===== src/psv_regs.vh =====
// Purpose: Constants for the program sequencer with interrupt vectors
// Assumes: Included by psv_sequencer.v only
// Notes: Register byte address is four times the register index
`ifndef PSV_REGS_VH
`define PSV_REGS_VH

// ****************************************************************
// Register indices and byte addresses
// ****************************************************************
`define PSV_IDX_BANK 10'h004
`define PSV_IDX_PC_LOW 10'h006
`define PSV_ADDR_BANK ({`PSV_IDX_BANK, 2'b00})
`define PSV_ADDR_PC_LOW ({`PSV_IDX_PC_LOW, 2'b00})
`define PSV_ADDR_IRQ_EN 12'h100
`define PSV_ADDR_IRQ_PEND 12'h104
`define PSV_ADDR_STATUS 12'h108

// ****************************************************************
// Field positions
// ****************************************************************
`define PSV_BANK_BIT 5
`define PSV_ST_DEPTH_LSB 0
`define PSV_ST_RUN_BIT 4
`define PSV_ST_HALT_BIT 5
`define PSV_ST_START_BIT 6
`define PSV_ST_PC_LSB 8

// ****************************************************************
// Reset values
// ****************************************************************
`define PSV_RST_PC 14'h0000
`define PSV_RST_BANK 8'h00
`define PSV_RST_IRQ_EN 5'h00

// ****************************************************************
// Vector addresses, all in bank 0
// ****************************************************************
`define PSV_VEC_EXT 14'h0004
`define PSV_VEC_TMR0 14'h0008
`define PSV_VEC_TMR2 14'h0010
`define PSV_VEC_TMR3 14'h0014
`define PSV_VEC_DAC 14'h0018

// ****************************************************************
// Timing
// ****************************************************************
`define PSV_PHASES 4
`define PSV_STARTUP_TSYS 1024
`define PSV_STARTUP_CYC (`PSV_STARTUP_TSYS * 1)

`endif


===== src/psv_sequencer.v =====
// Purpose: Program sequencer, four-phase cycle, fetch/execute pipeline, vectors
// Assumes: ROM answers rom_data for rom_addr within one instruction cycle
// Notes: Core decoder drives exec_* controls for the word on instr_word
//
// Summary of operation
// - System clock divided into four phases; one instruction cycle is four clocks.
// - Next word is fetched while the previous word executes.
// - Any program counter change flushes the prefetched word as a dummy cycle.
// - Program counter is 13 bits, 8192 words within the selected bank.
// - Program counter advances by one after each fetch.
// - True skip discards the prefetched word and continues at address plus two.
// - Low byte at data address 06H; write replaces bits 7..0, short jump.
// - Jump and call load bits 12..0 from code, bit 13 from bank bit 5.
// - Full 14-bit destination latched when the jump or call executes.
// - Interrupt saves 14-bit return address; return restores it with the bank.
// - Every interrupt vector lies in bank 0.
// - Reset clears the program counter; execution starts at 000H in bank 0.
// - Enabled external interrupt vectors to 004H when the stack is not full.
// - Enabled timer counter 0 overflow vectors to 008H when stack not full.
// - Timer 2 vectors to 010H, timer 3 to 014H, when enabled, stack not full.
// - Converter buffer-empty interrupt vectors to 018H when enabled, stack not full.
// - ROM spans 16384 words in two banks; bank 1 is 2000H to 3FFFH.
// - Power-up or wake from halt holds execution for 1024 clock periods.
// - Call or interrupt pushes 14-bit address onto eight-level stack; return pops.
// - With the stack full, interrupt requests stay pending until a return.
`timescale 1ns/1ps
`include "psv_regs.vh"

module psv_sequencer #(
    parameter PC_W = 13,
    parameter STACK_DEPTH = 8,
    parameter STARTUP_CYC = `PSV_STARTUP_CYC
)
(
    // Clock and reset
    input wire hclk,
    input wire hresetn,
    // AHB-Lite slave
    input wire hsel,
    input wire [31:0] haddr,
    input wire [1:0] htrans,
    input wire hwrite,
    input wire [2:0] hsize,
    input wire [31:0] hwdata,
    input wire hready,
    output wire hreadyout,
    output wire hresp,
    output reg [31:0] hrdata,
    // Program ROM
    output reg [PC_W:0] rom_addr,
    input wire [15:0] rom_data,
    // Core decoder side
    output reg [3:0] phase,
    output reg [15:0] instr_word,
    output reg instr_valid,
    input wire exec_jump,
    input wire exec_call,
    input wire exec_return,
    input wire exec_skip,
    input wire exec_halt,
    // Interrupt sources
    input wire ext_int_n,
    input wire tmr0_ovf,
    input wire tmr2_ovf,
    input wire tmr3_ovf,
    input wire dac_latched,
    // Wake-up pin
    input wire wake_n,
    // Status
    output reg running
);

    // ****************************************************************
    // Declarations
    // ****************************************************************
    localparam ST_START = 2'b00;
    localparam ST_RUN = 2'b01;
    localparam ST_HALT = 2'b10;

    reg [1:0] state;
    reg [1:0] ph_cnt;
    reg [10:0] start_cnt;
    reg [PC_W:0] pc;
    reg flush;
    reg [7:0] rom_bank_select;
    reg [4:0] irq_en;
    reg [4:0] irq_pend;
    reg [PC_W:0] stack_mem [0:STACK_DEPTH-1];
    reg [2:0] sp;
    reg [3:0] depth;
    reg low_wr_pend;
    reg [7:0] low_wr_val;
    reg ext_s1;
    reg ext_s2;
    reg ext_s3;
    reg wake_s1;
    reg wake_s2;
    reg dp_wr;
    reg [11:0] dp_addr;
    reg [PC_W:0] next_pc;
    reg do_push;
    reg do_pop;
    reg do_flush;
    reg [4:0] ack_mask;

    wire cyc_end;
    wire stack_full;
    wire [4:0] irq_ready;
    wire irq_take;
    wire ap_valid;
    wire ext_fall;
    wire [4:0] irq_new;
    wire [PC_W:0] pc_inc;

    // ****************************************************************
    // Functions
    // ****************************************************************
    // Lowest vector among pending enabled sources
    function [PC_W:0] vec_of;
        input [4:0] req;
        begin
            if (req[0])
                vec_of = `PSV_VEC_EXT;
            else if (req[1])
                vec_of = `PSV_VEC_TMR0;
            else if (req[2])
                vec_of = `PSV_VEC_TMR2;
            else if (req[3])
                vec_of = `PSV_VEC_TMR3;
            else
                vec_of = `PSV_VEC_DAC;
        end
    endfunction

    // One-hot of the winning source
    function [4:0] first_of;
        input [4:0] req;
        begin
            first_of = req & (~req + 5'h01);
        end
    endfunction

    // Advance within the bank, bank bit untouched
    function [PC_W:0] bump;
        input [PC_W:0] a;
        begin
            bump = {a[PC_W], a[PC_W-1:0] + {{(PC_W-1){1'b0}}, 1'b1}};
        end
    endfunction

    // ****************************************************************
    // Input synchronisers
    // ****************************************************************
    // Two flops per pin, third flop for falling edge
    always @(posedge hclk or negedge hresetn)
    begin
        if (!hresetn)
        begin
            ext_s1 <= 1'b1;
            ext_s2 <= 1'b1;
            ext_s3 <= 1'b1;
            wake_s1 <= 1'b1;
            wake_s2 <= 1'b1;
        end
        else
        begin
            ext_s1 <= ext_int_n;
            ext_s2 <= ext_s1;
            ext_s3 <= ext_s2;
            wake_s1 <= wake_n;
            wake_s2 <= wake_s1;
        end
    end

    assign ext_fall = ext_s3 & ~ext_s2;
    assign irq_new = {dac_latched, tmr3_ovf, tmr2_ovf, tmr0_ovf, ext_fall};

    // ****************************************************************
    // Phase generator and start-up timer
    // ****************************************************************
    assign cyc_end = (state == ST_RUN) && (ph_cnt == 2'd3);

    // Four phases per cycle, start-up hold, halt and wake
    always @(posedge hclk or negedge hresetn)
    begin
        if (!hresetn)
        begin
            state <= ST_START;
            ph_cnt <= 2'd0;
            start_cnt <= 11'd0;
            phase <= 4'h0;
            running <= 1'b0;
        end
        else
        begin
            case (state)
                ST_START:
                begin
                    ph_cnt <= 2'd0;
                    phase <= 4'h0;
                    if (start_cnt == STARTUP_CYC[10:0] - 11'd1)
                    begin
                        start_cnt <= 11'd0;
                        state <= ST_RUN;
                        running <= 1'b1;
                        phase <= 4'h1;
                    end
                    else
                        start_cnt <= start_cnt + 11'd1;
                end
                ST_RUN:
                begin
                    ph_cnt <= ph_cnt + 2'd1;
                    phase <= {phase[2:0], phase[3]};
                    if (cyc_end && exec_halt && instr_valid && !flush)
                    begin
                        state <= ST_HALT;
                        running <= 1'b0;
                        phase <= 4'h0;
                    end
                end
                ST_HALT:
                begin
                    if (!wake_s2)
                        state <= ST_START;
                end
                default:
                    state <= ST_START;
            endcase
        end
    end

    // ****************************************************************
    // Next program counter selection
    // ****************************************************************
    assign stack_full = (depth == STACK_DEPTH[3:0]);
    assign irq_ready = irq_pend & irq_en;
    assign pc_inc = bump(pc);
    // Interrupts wait for an ordinary cycle and a free stack level
    assign irq_take = (|irq_ready) && !stack_full && !flush && !low_wr_pend
        && !(instr_valid && (exec_jump || exec_call || exec_return || exec_skip));

    always @*
    begin
        next_pc = pc_inc;
        do_push = 1'b0;
        do_pop = 1'b0;
        do_flush = 1'b0;
        ack_mask = 5'h00;
        if (flush)
            next_pc = pc_inc;
        else if (instr_valid && exec_return)
        begin
            next_pc = stack_mem[sp];
            do_pop = 1'b1;
            do_flush = 1'b1;
        end
        else if (instr_valid && (exec_jump || exec_call))
        begin
            next_pc = {rom_bank_select[`PSV_BANK_BIT], instr_word[PC_W-1:0]};
            do_push = exec_call;
            do_flush = 1'b1;
        end
        else if (instr_valid && exec_skip)
        begin
            next_pc = pc_inc;
            do_flush = 1'b1;
        end
        else if (low_wr_pend)
        begin
            next_pc = {pc[PC_W:8], low_wr_val};
            do_flush = 1'b1;
        end
        else if (irq_take)
        begin
            next_pc = vec_of(irq_ready);
            ack_mask = first_of(irq_ready);
            do_push = 1'b1;
            do_flush = 1'b1;
        end
    end

    // ****************************************************************
    // Fetch and execute pipeline
    // ****************************************************************
    // Word fetched this cycle executes next cycle
    always @(posedge hclk or negedge hresetn)
    begin
        if (!hresetn)
        begin
            pc <= `PSV_RST_PC;
            rom_addr <= `PSV_RST_PC;
            instr_word <= 16'h0000;
            instr_valid <= 1'b0;
            flush <= 1'b0;
        end
        else if (cyc_end)
        begin
            pc <= next_pc;
            rom_addr <= next_pc;
            instr_word <= rom_data;
            instr_valid <= ~do_flush;
            flush <= do_flush;
        end
        else if (state == ST_START)
            instr_valid <= 1'b0;
    end

    // ****************************************************************
    // Return stack
    // ****************************************************************
    // Circular store: push past eight levels drops the oldest entry
    always @(posedge hclk or negedge hresetn)
    begin
        if (!hresetn)
        begin
            sp <= 3'd0;
            depth <= 4'd0;
        end
        else if (cyc_end && do_push)
        begin
            sp <= sp + 3'd1;
            if (!stack_full)
                depth <= depth + 4'd1;
        end
        else if (cyc_end && do_pop)
        begin
            sp <= sp - 3'd1;
            if (depth != 4'd0)
                depth <= depth - 4'd1;
        end
    end

    // Return address is the discarded prefetch address
    always @(posedge hclk)
    begin
        if (cyc_end && do_push)
            stack_mem[sp + 3'd1] <= pc;
    end

    // ****************************************************************
    // Interrupt request flags
    // ****************************************************************
    // New event wins over an acknowledge or a software clear
    always @(posedge hclk or negedge hresetn)
    begin
        if (!hresetn)
            irq_pend <= 5'h00;
        else
        begin
            irq_pend <= (irq_pend & ~(cyc_end ? ack_mask : 5'h00)
                & ~((dp_wr && dp_addr == `PSV_ADDR_IRQ_PEND) ? hwdata[4:0] : 5'h00))
                | irq_new;
        end
    end

    // ****************************************************************
    // AHB-Lite slave
    // ****************************************************************
    assign hreadyout = 1'b1;
    assign hresp = 1'b0;
    assign ap_valid = hsel && hready && htrans[1];

    // Address phase capture and registered read data
    always @(posedge hclk or negedge hresetn)
    begin
        if (!hresetn)
        begin
            dp_wr <= 1'b0;
            dp_addr <= 12'h000;
            hrdata <= 32'h00000000;
        end
        else
        begin
            dp_wr <= ap_valid && hwrite;
            dp_addr <= haddr[11:0];
            if (ap_valid && !hwrite)
            begin
                case (haddr[11:0])
                    `PSV_ADDR_BANK: hrdata <= {24'h000000, rom_bank_select};
                    `PSV_ADDR_PC_LOW: hrdata <= {24'h000000, pc[7:0]};
                    `PSV_ADDR_IRQ_EN: hrdata <= {27'h0000000, irq_en};
                    `PSV_ADDR_IRQ_PEND: hrdata <= {27'h0000000, irq_pend};
                    `PSV_ADDR_STATUS: hrdata <= {10'h000, pc, 1'b0, state == ST_START,
                        state == ST_HALT, running, depth};
                    default: hrdata <= 32'h00000000;
                endcase
            end
        end
    end

    // Register writes in the data phase
    always @(posedge hclk or negedge hresetn)
    begin
        if (!hresetn)
        begin
            rom_bank_select <= `PSV_RST_BANK;
            irq_en <= `PSV_RST_IRQ_EN;
            low_wr_pend <= 1'b0;
            low_wr_val <= 8'h00;
        end
        else
        begin
            if (dp_wr && dp_addr == `PSV_ADDR_BANK)
                rom_bank_select <= hwdata[7:0];
            if (dp_wr && dp_addr == `PSV_ADDR_IRQ_EN)
                irq_en <= hwdata[4:0];
            if (dp_wr && dp_addr == `PSV_ADDR_PC_LOW)
            begin
                low_wr_pend <= 1'b1;
                low_wr_val <= hwdata[7:0];
            end
            else if (cyc_end && !flush && !(instr_valid && (exec_return || exec_jump || exec_call || exec_skip)))
                low_wr_pend <= 1'b0;
        end
    end

endmodule // psv_sequencer


===== config.mk =====
export PLATFORM = sky130hd
export DESIGN_NAME = psv_sequencer
export DESIGN_NICKNAME = d
export VERILOG_FILES = /design/src/psv_sequencer.v
export VERILOG_INCLUDE_DIRS = /design/src
export SDC_FILE = /design/constraint.sdc
export NUM_CORES = 1
export LEC_CHECK = 0
export CAP_MARGIN = 15
export CORE_ASPECT_RATIO = 2
export CORE_MARGIN = 8
export CORE_UTILIZATION = 30
export DETAILED_ROUTE_END_ITERATION = 12
export DONT_BUFFER_PORTS = 1
export GPL_TIMING_DRIVEN = 0
export MAX_ROUTING_LAYER = met4
export SLEW_MARGIN = 10
export SYNTH_ARGS = -nofsm -noshare
export SYNTH_HDL_FRONTEND = slang
export SYNTH_SLANG_ARGS = --single-unit

===== constraint.sdc =====
create_clock -name hclk -period 8 [get_ports hclk]
set_input_delay 0.4 -clock hclk [delete_from_list [all_inputs] [get_ports hclk]]
set_output_delay 0.4 -clock hclk [all_outputs]
set_load 0.02 [all_outputs]

==> reports/metrics.sh <==
OUTCOME='finished, final reports clean'
WORSTSKEWPAIRLATENCY_NS=0.53
FIRST_GLOBAL_VIAS=7368
FINALCRITICALPERIOD_NS=3.88
MAXCAPVIOLCOUNT=0
DRT_ITER0_DRC=521
CP_DATA_REQUIRED_TIME_NS=8.23
SYNTH.MUX.AREA_FRACTION_PCT=10.7
TIMING.FINAL.CRIT_SHARE_PCT=48.6
OVERALL_GLOBAL_ROUTING_USAGE_PCT=14.5
SETUP_VIOLATIONS=0
UNREPAIRED_SETUP_ENDPOINTS_AFTER_GLOBAL_ROUTING='no'
CRIT_PATH_MAX_FANOUT=10
CELL_AREA_AFTER_PLACEMENT_SQ_UM=11200
DP_CELLS=1269
SYNTH-XOR-AREA-SHARE_PCT=1.50
PLACE.PORT_BUFFERS=0
TRITONCTS='yes'
N_FILL_CELL=3409
ASYNC_FLOP_SHARE_PCT=52.9
CLK_ROOT_BUFFER_CELL='sky130_fd_sc_hd__clkbuf_16'
WORST-R2R-CELL-COUNT=8
POST_ROUTE_CELLS_DRIVE_ABOVE_1_SHARE_PCT=17.5
CLK_TRANSITION_REPORTED_PATHS_NS=0.06
CTS_HOLD_BUF=38
TIMING.MAX_SLEW.REL_SLACK_PCT=39.8
DETAIL-ROUTE-ANTENNA-NETS=0
POST_SYNTH_INSTANCE_AREA_SQ_UM=10500
SYNTHESIS_STAGE_REGISTER_BIT_COUNT=238
HOLDCRITPATHCLASS='in -> reg'
ROUTABILITY_CONGESTION_ESTIMATE_FROM_GLOBAL_PLACEMENT=0.874
POSTCTSSETUPBUFFERS=0
SLEW_AT_THE_PIN_CLOSEST_TO_ITS_MAX_SLEW_LIMIT_NS=0.903
GRT_ANTENNA_BEFORE_REPAIR=1
COREAREA_SQ_UM=34700
CRITPATHTOPFAMILY='buffers and inverters'
SYNTH_COMPOUND_GATE_AREA_SHARE_PCT=10.9
CTS-HTREE-LEVELS=1
DETAIL_ROUTE.FIRST_PASS.ITERATIONS=5
VDD_DROP_MAX_mV=0.176
CRIT_PATH_TOP_DELAY_CELL='sky130_fd_sc_hd__nor4_2'
NUMCTSBUFFERS=25
WORSTREG2REGSTART='sp[1]'
CRIT_PATH_START_KIND='flip-flop'
SETUP.REG_TO_REG.WORST_SLACK_NS=4.12
PLACE.DETAILED.HPWL_UM=21200
WIRE_LENGTH_AFTER_DETAILED_ROUTING_UM=29400
LEADING_CELL_TYPE_IN_THE_LAYOUT_FILL_AND_TAPS_EXCLUDED='sky130_fd_sc_hd__nand2_1'
FINALNONFILLERCELLS=1353
FP.DIEW_UM=148
FINAL_HOLD_VIOL_COUNT=0
SYNTH_EDF_COUNT=112
SYNTH_TOP_FAMILY_BY_AREA='compound AO/OA/AOI/OAI gates'
DETAIL_ROUTE.WL_PER_CELL_UM=21.7
SLEW_VIOL_FINAL=0
CRITICAL_PATH_DEPTH=8
CTS-RESIZED-GATES=0
DIEAREA_SQ_UM=41500
FINAL_UTIL_PCT=35.8
POWER.LEAKAGE_nW=4.62
GR-TOTAL-OVERFLOW=0
NUMBER_OF_WARNINGS_REPORTED_IN_THE_YOSYS_SYNTHESIS_LOG=0
DRT_VIA_DENSITY=5.21
GRT_PASS1_WL_UM=45500
LAYOUT.AREA.SEQ_SQ_UM=6520
CTS_MAX_PATH_BUFFERS=3
SYN2LAYOUT_AREA_GROWTH_PCT=18.7
POST-ROUTE-WORST-SETUP-SLACK_NS=4.12
SETUP.WORST_PATH.START='sp[1]'
TRITONCTS_NUM_SINKS=238
SYNTH_SIMPLE_GATE_AREA_SHARE_PCT=10.7
TIMING.CRITICAL_PATH.BUF_INV=6
DP_SLACK_NS=4.11
SYNTHFLOPTYPE='sky130_fd_sc_hd__dfrtp_1'
SETUP_TOTAL_NEGATIVE_SLACK_NS=0
NNETSFINAL=998
ARRIVAL_NS=4.11
DIE-HEIGHT_UM=280
ENDPOINT='stack_mem[5][12]'
SYNTH_INSTANCES=805
YOSYS.AREA_SHARE.ADDER_PCT=1.03
SYN_AREA_PER_CELL_SQ_UM=13.0
WORST_CLOCK_SKEW_NS=0.0146
POWER_DENSITY_nW_PER_UM2=225
SLOWEST_DELAY_NS=0.81
RR_ENDPOINT='stack_mem[5][12]'
MAX_FREQ_GHz=0.257
INITIAL_UTILIZATION_PCT=30.2
REMAINING_DESIGN_RULE_VIOLATION_COUNT=0
YOSYS.CELL_TYPES.COUNT=77
LAYOUT.CELLS.MOST_COMMON_LIST='sky130_fd_sc_hd__nand2_1 (126), sky130_fd_sc_hd__dfrtp_1 (121), sky130_fd_sc_hd__edfxtp_1 (112), sky130_fd_sc_hd__nor2_1 (41), sky130_fd_sc_hd__dlygate4sd3_1 (37)'
FINISH.INSTANCE_AREA_SQ_UM=12400
TOP_LEVEL_PORTS=171
ROUTE.VIAS.TOTAL=7053
GRT_MAX_DEGREE=127
CORE.ROWCOUNT=97
CRITPATHKIND='reg -> reg'
SEQ_AREA_FRAC_SYNTH_PCT=62.3
TOTAL_AREA_OF_MULTI_INPUT_COMBINATIONAL_CELLS_SQ_UM=3730
TIMING.CRITICAL_PATH.CELLS='clkbuf_1 -> buf_1 -> inv_1 -> ha_1 -> buf_1 -> nor4_2 -> buf_4 -> buf_4'
ENDPOINT_KIND='flip-flop'
==> cells in the mapped netlist, drive strengths merged, types with 11 or more instances <==
| master | n | area [sq um] |
|---|---|---|
| a21oi | 36 | 203 |
| mux2i | 15 | 150 |
| mux2 | 30 | 338 |
| clkbuf | 28 | 105 |
| dfrtp | 121 | 3030 |
| xnor2 | 11 | 96.3 |
| edfxtp | 112 | 3360 |
| mux4 | 28 | 631 |
| nor2 | 43 | 161 |
| o21ai | 38 | 190 |
| nand3 | 13 | 65.1 |
| buf | 24 | 161 |
| nor3 | 11 | 75.1 |
| nand2 | 127 | 479 |
==> metal layers <==
| metal | global-route usage, % | wire, um | share of wire [%] |
|---|---|---|---|
| met1 | 16.9 | 11400 | 39 |
| met3 | 4.39 | 2610 | 8.9 |
| met4 | 4.68 | 895 | 3.0 |
| met2 | 23.6 | 14500 | 49 |
| met5 | - | 0 | 0 |
==> registers in the layout (all words and copies together) (netlist names), 5 cells and up <==
signal,cells
start_cnt,11
instr_word,16
pc,14
stack_mem,112
rom_bank_select,8
irq_en,5
hrdata,22
low_wr_val,8
dp_addr,12
irq_pend,5
==> metrics by stage <==
stage	hold slack (ns)	total power, mW
floorplan	0.104	1.54
global placement	0.112	1.59
detailed placement	0.111	1.60
CTS	0.0105	2.82
global route	0.0156	2.89
finish	0.0276	2.80
==> worst reg2reg max path, cell delays in order, from the launching register on <==
cell and delay, ns:
sky130_fd_sc_hd__dfrtp_1 0.37, sky130_fd_sc_hd__clkbuf_1 0.56, sky130_fd_sc_hd__buf_1 0.61, sky130_fd_sc_hd__inv_1 0.18, sky130_fd_sc_hd__ha_1 0.32, sky130_fd_sc_hd__buf_1 0.25, sky130_fd_sc_hd__nor4_2 0.81, sky130_fd_sc_hd__buf_4 0.29
sky130_fd_sc_hd__buf_4 0.19
==> worst min-delay path by stage <==
stage	startpoint	endpoint	slack (ns)	cells past startpoint
6_report	hwdata[6]	low_wr_val[6]	0.03	1
5_1_grt	hwdata[6]	rom_bank_select[6]	0.02	1
4_1_cts	hwdata[0]	low_wr_val[0]	0.01	1
3_5_place_dp	hresetn	start_cnt[9]	0.11	0
3_3_place_gp	hresetn	start_cnt[9]	0.11	0
2_1_floorplan	hresetn	depth[0]	0.10	0
==> cell type report <==
type | count | share of cell area (%)
antenna | 1 | 0.0201
buffer | 52 | 2.14
clock buffer | 31 | 5.29
clock inverter | 14 | 1.42
inverter | 11 | 0.332
multi-input combinational | 514 | 30.0
sequential | 238 | 52.4
tap | 445 | 4.48
timing repair buffer | 47 | 3.89
==> cell families (layout without fill, tap and decap cells) <==
group / count (synthesis) / after routing
and+or+nand+nor: 242 / 242
DFF: 238 / 238
AOI/OAI and AO/OA: 161 / 161
muxes: 73 / 73
buffers and inverters: 63 / 155
xor gates and xnor gates: 18 / 18
adders and majority gates: 8 / 8
other: 2 / 13
==> power by group <==
part	total (mW)	switching [mW]	internal, mW
clock network	1.19	0.481	0.713
registers	1.42	0.0886	1.33
logic	0.190	0.106	0.0840
(Power assumes the default switching activity.)
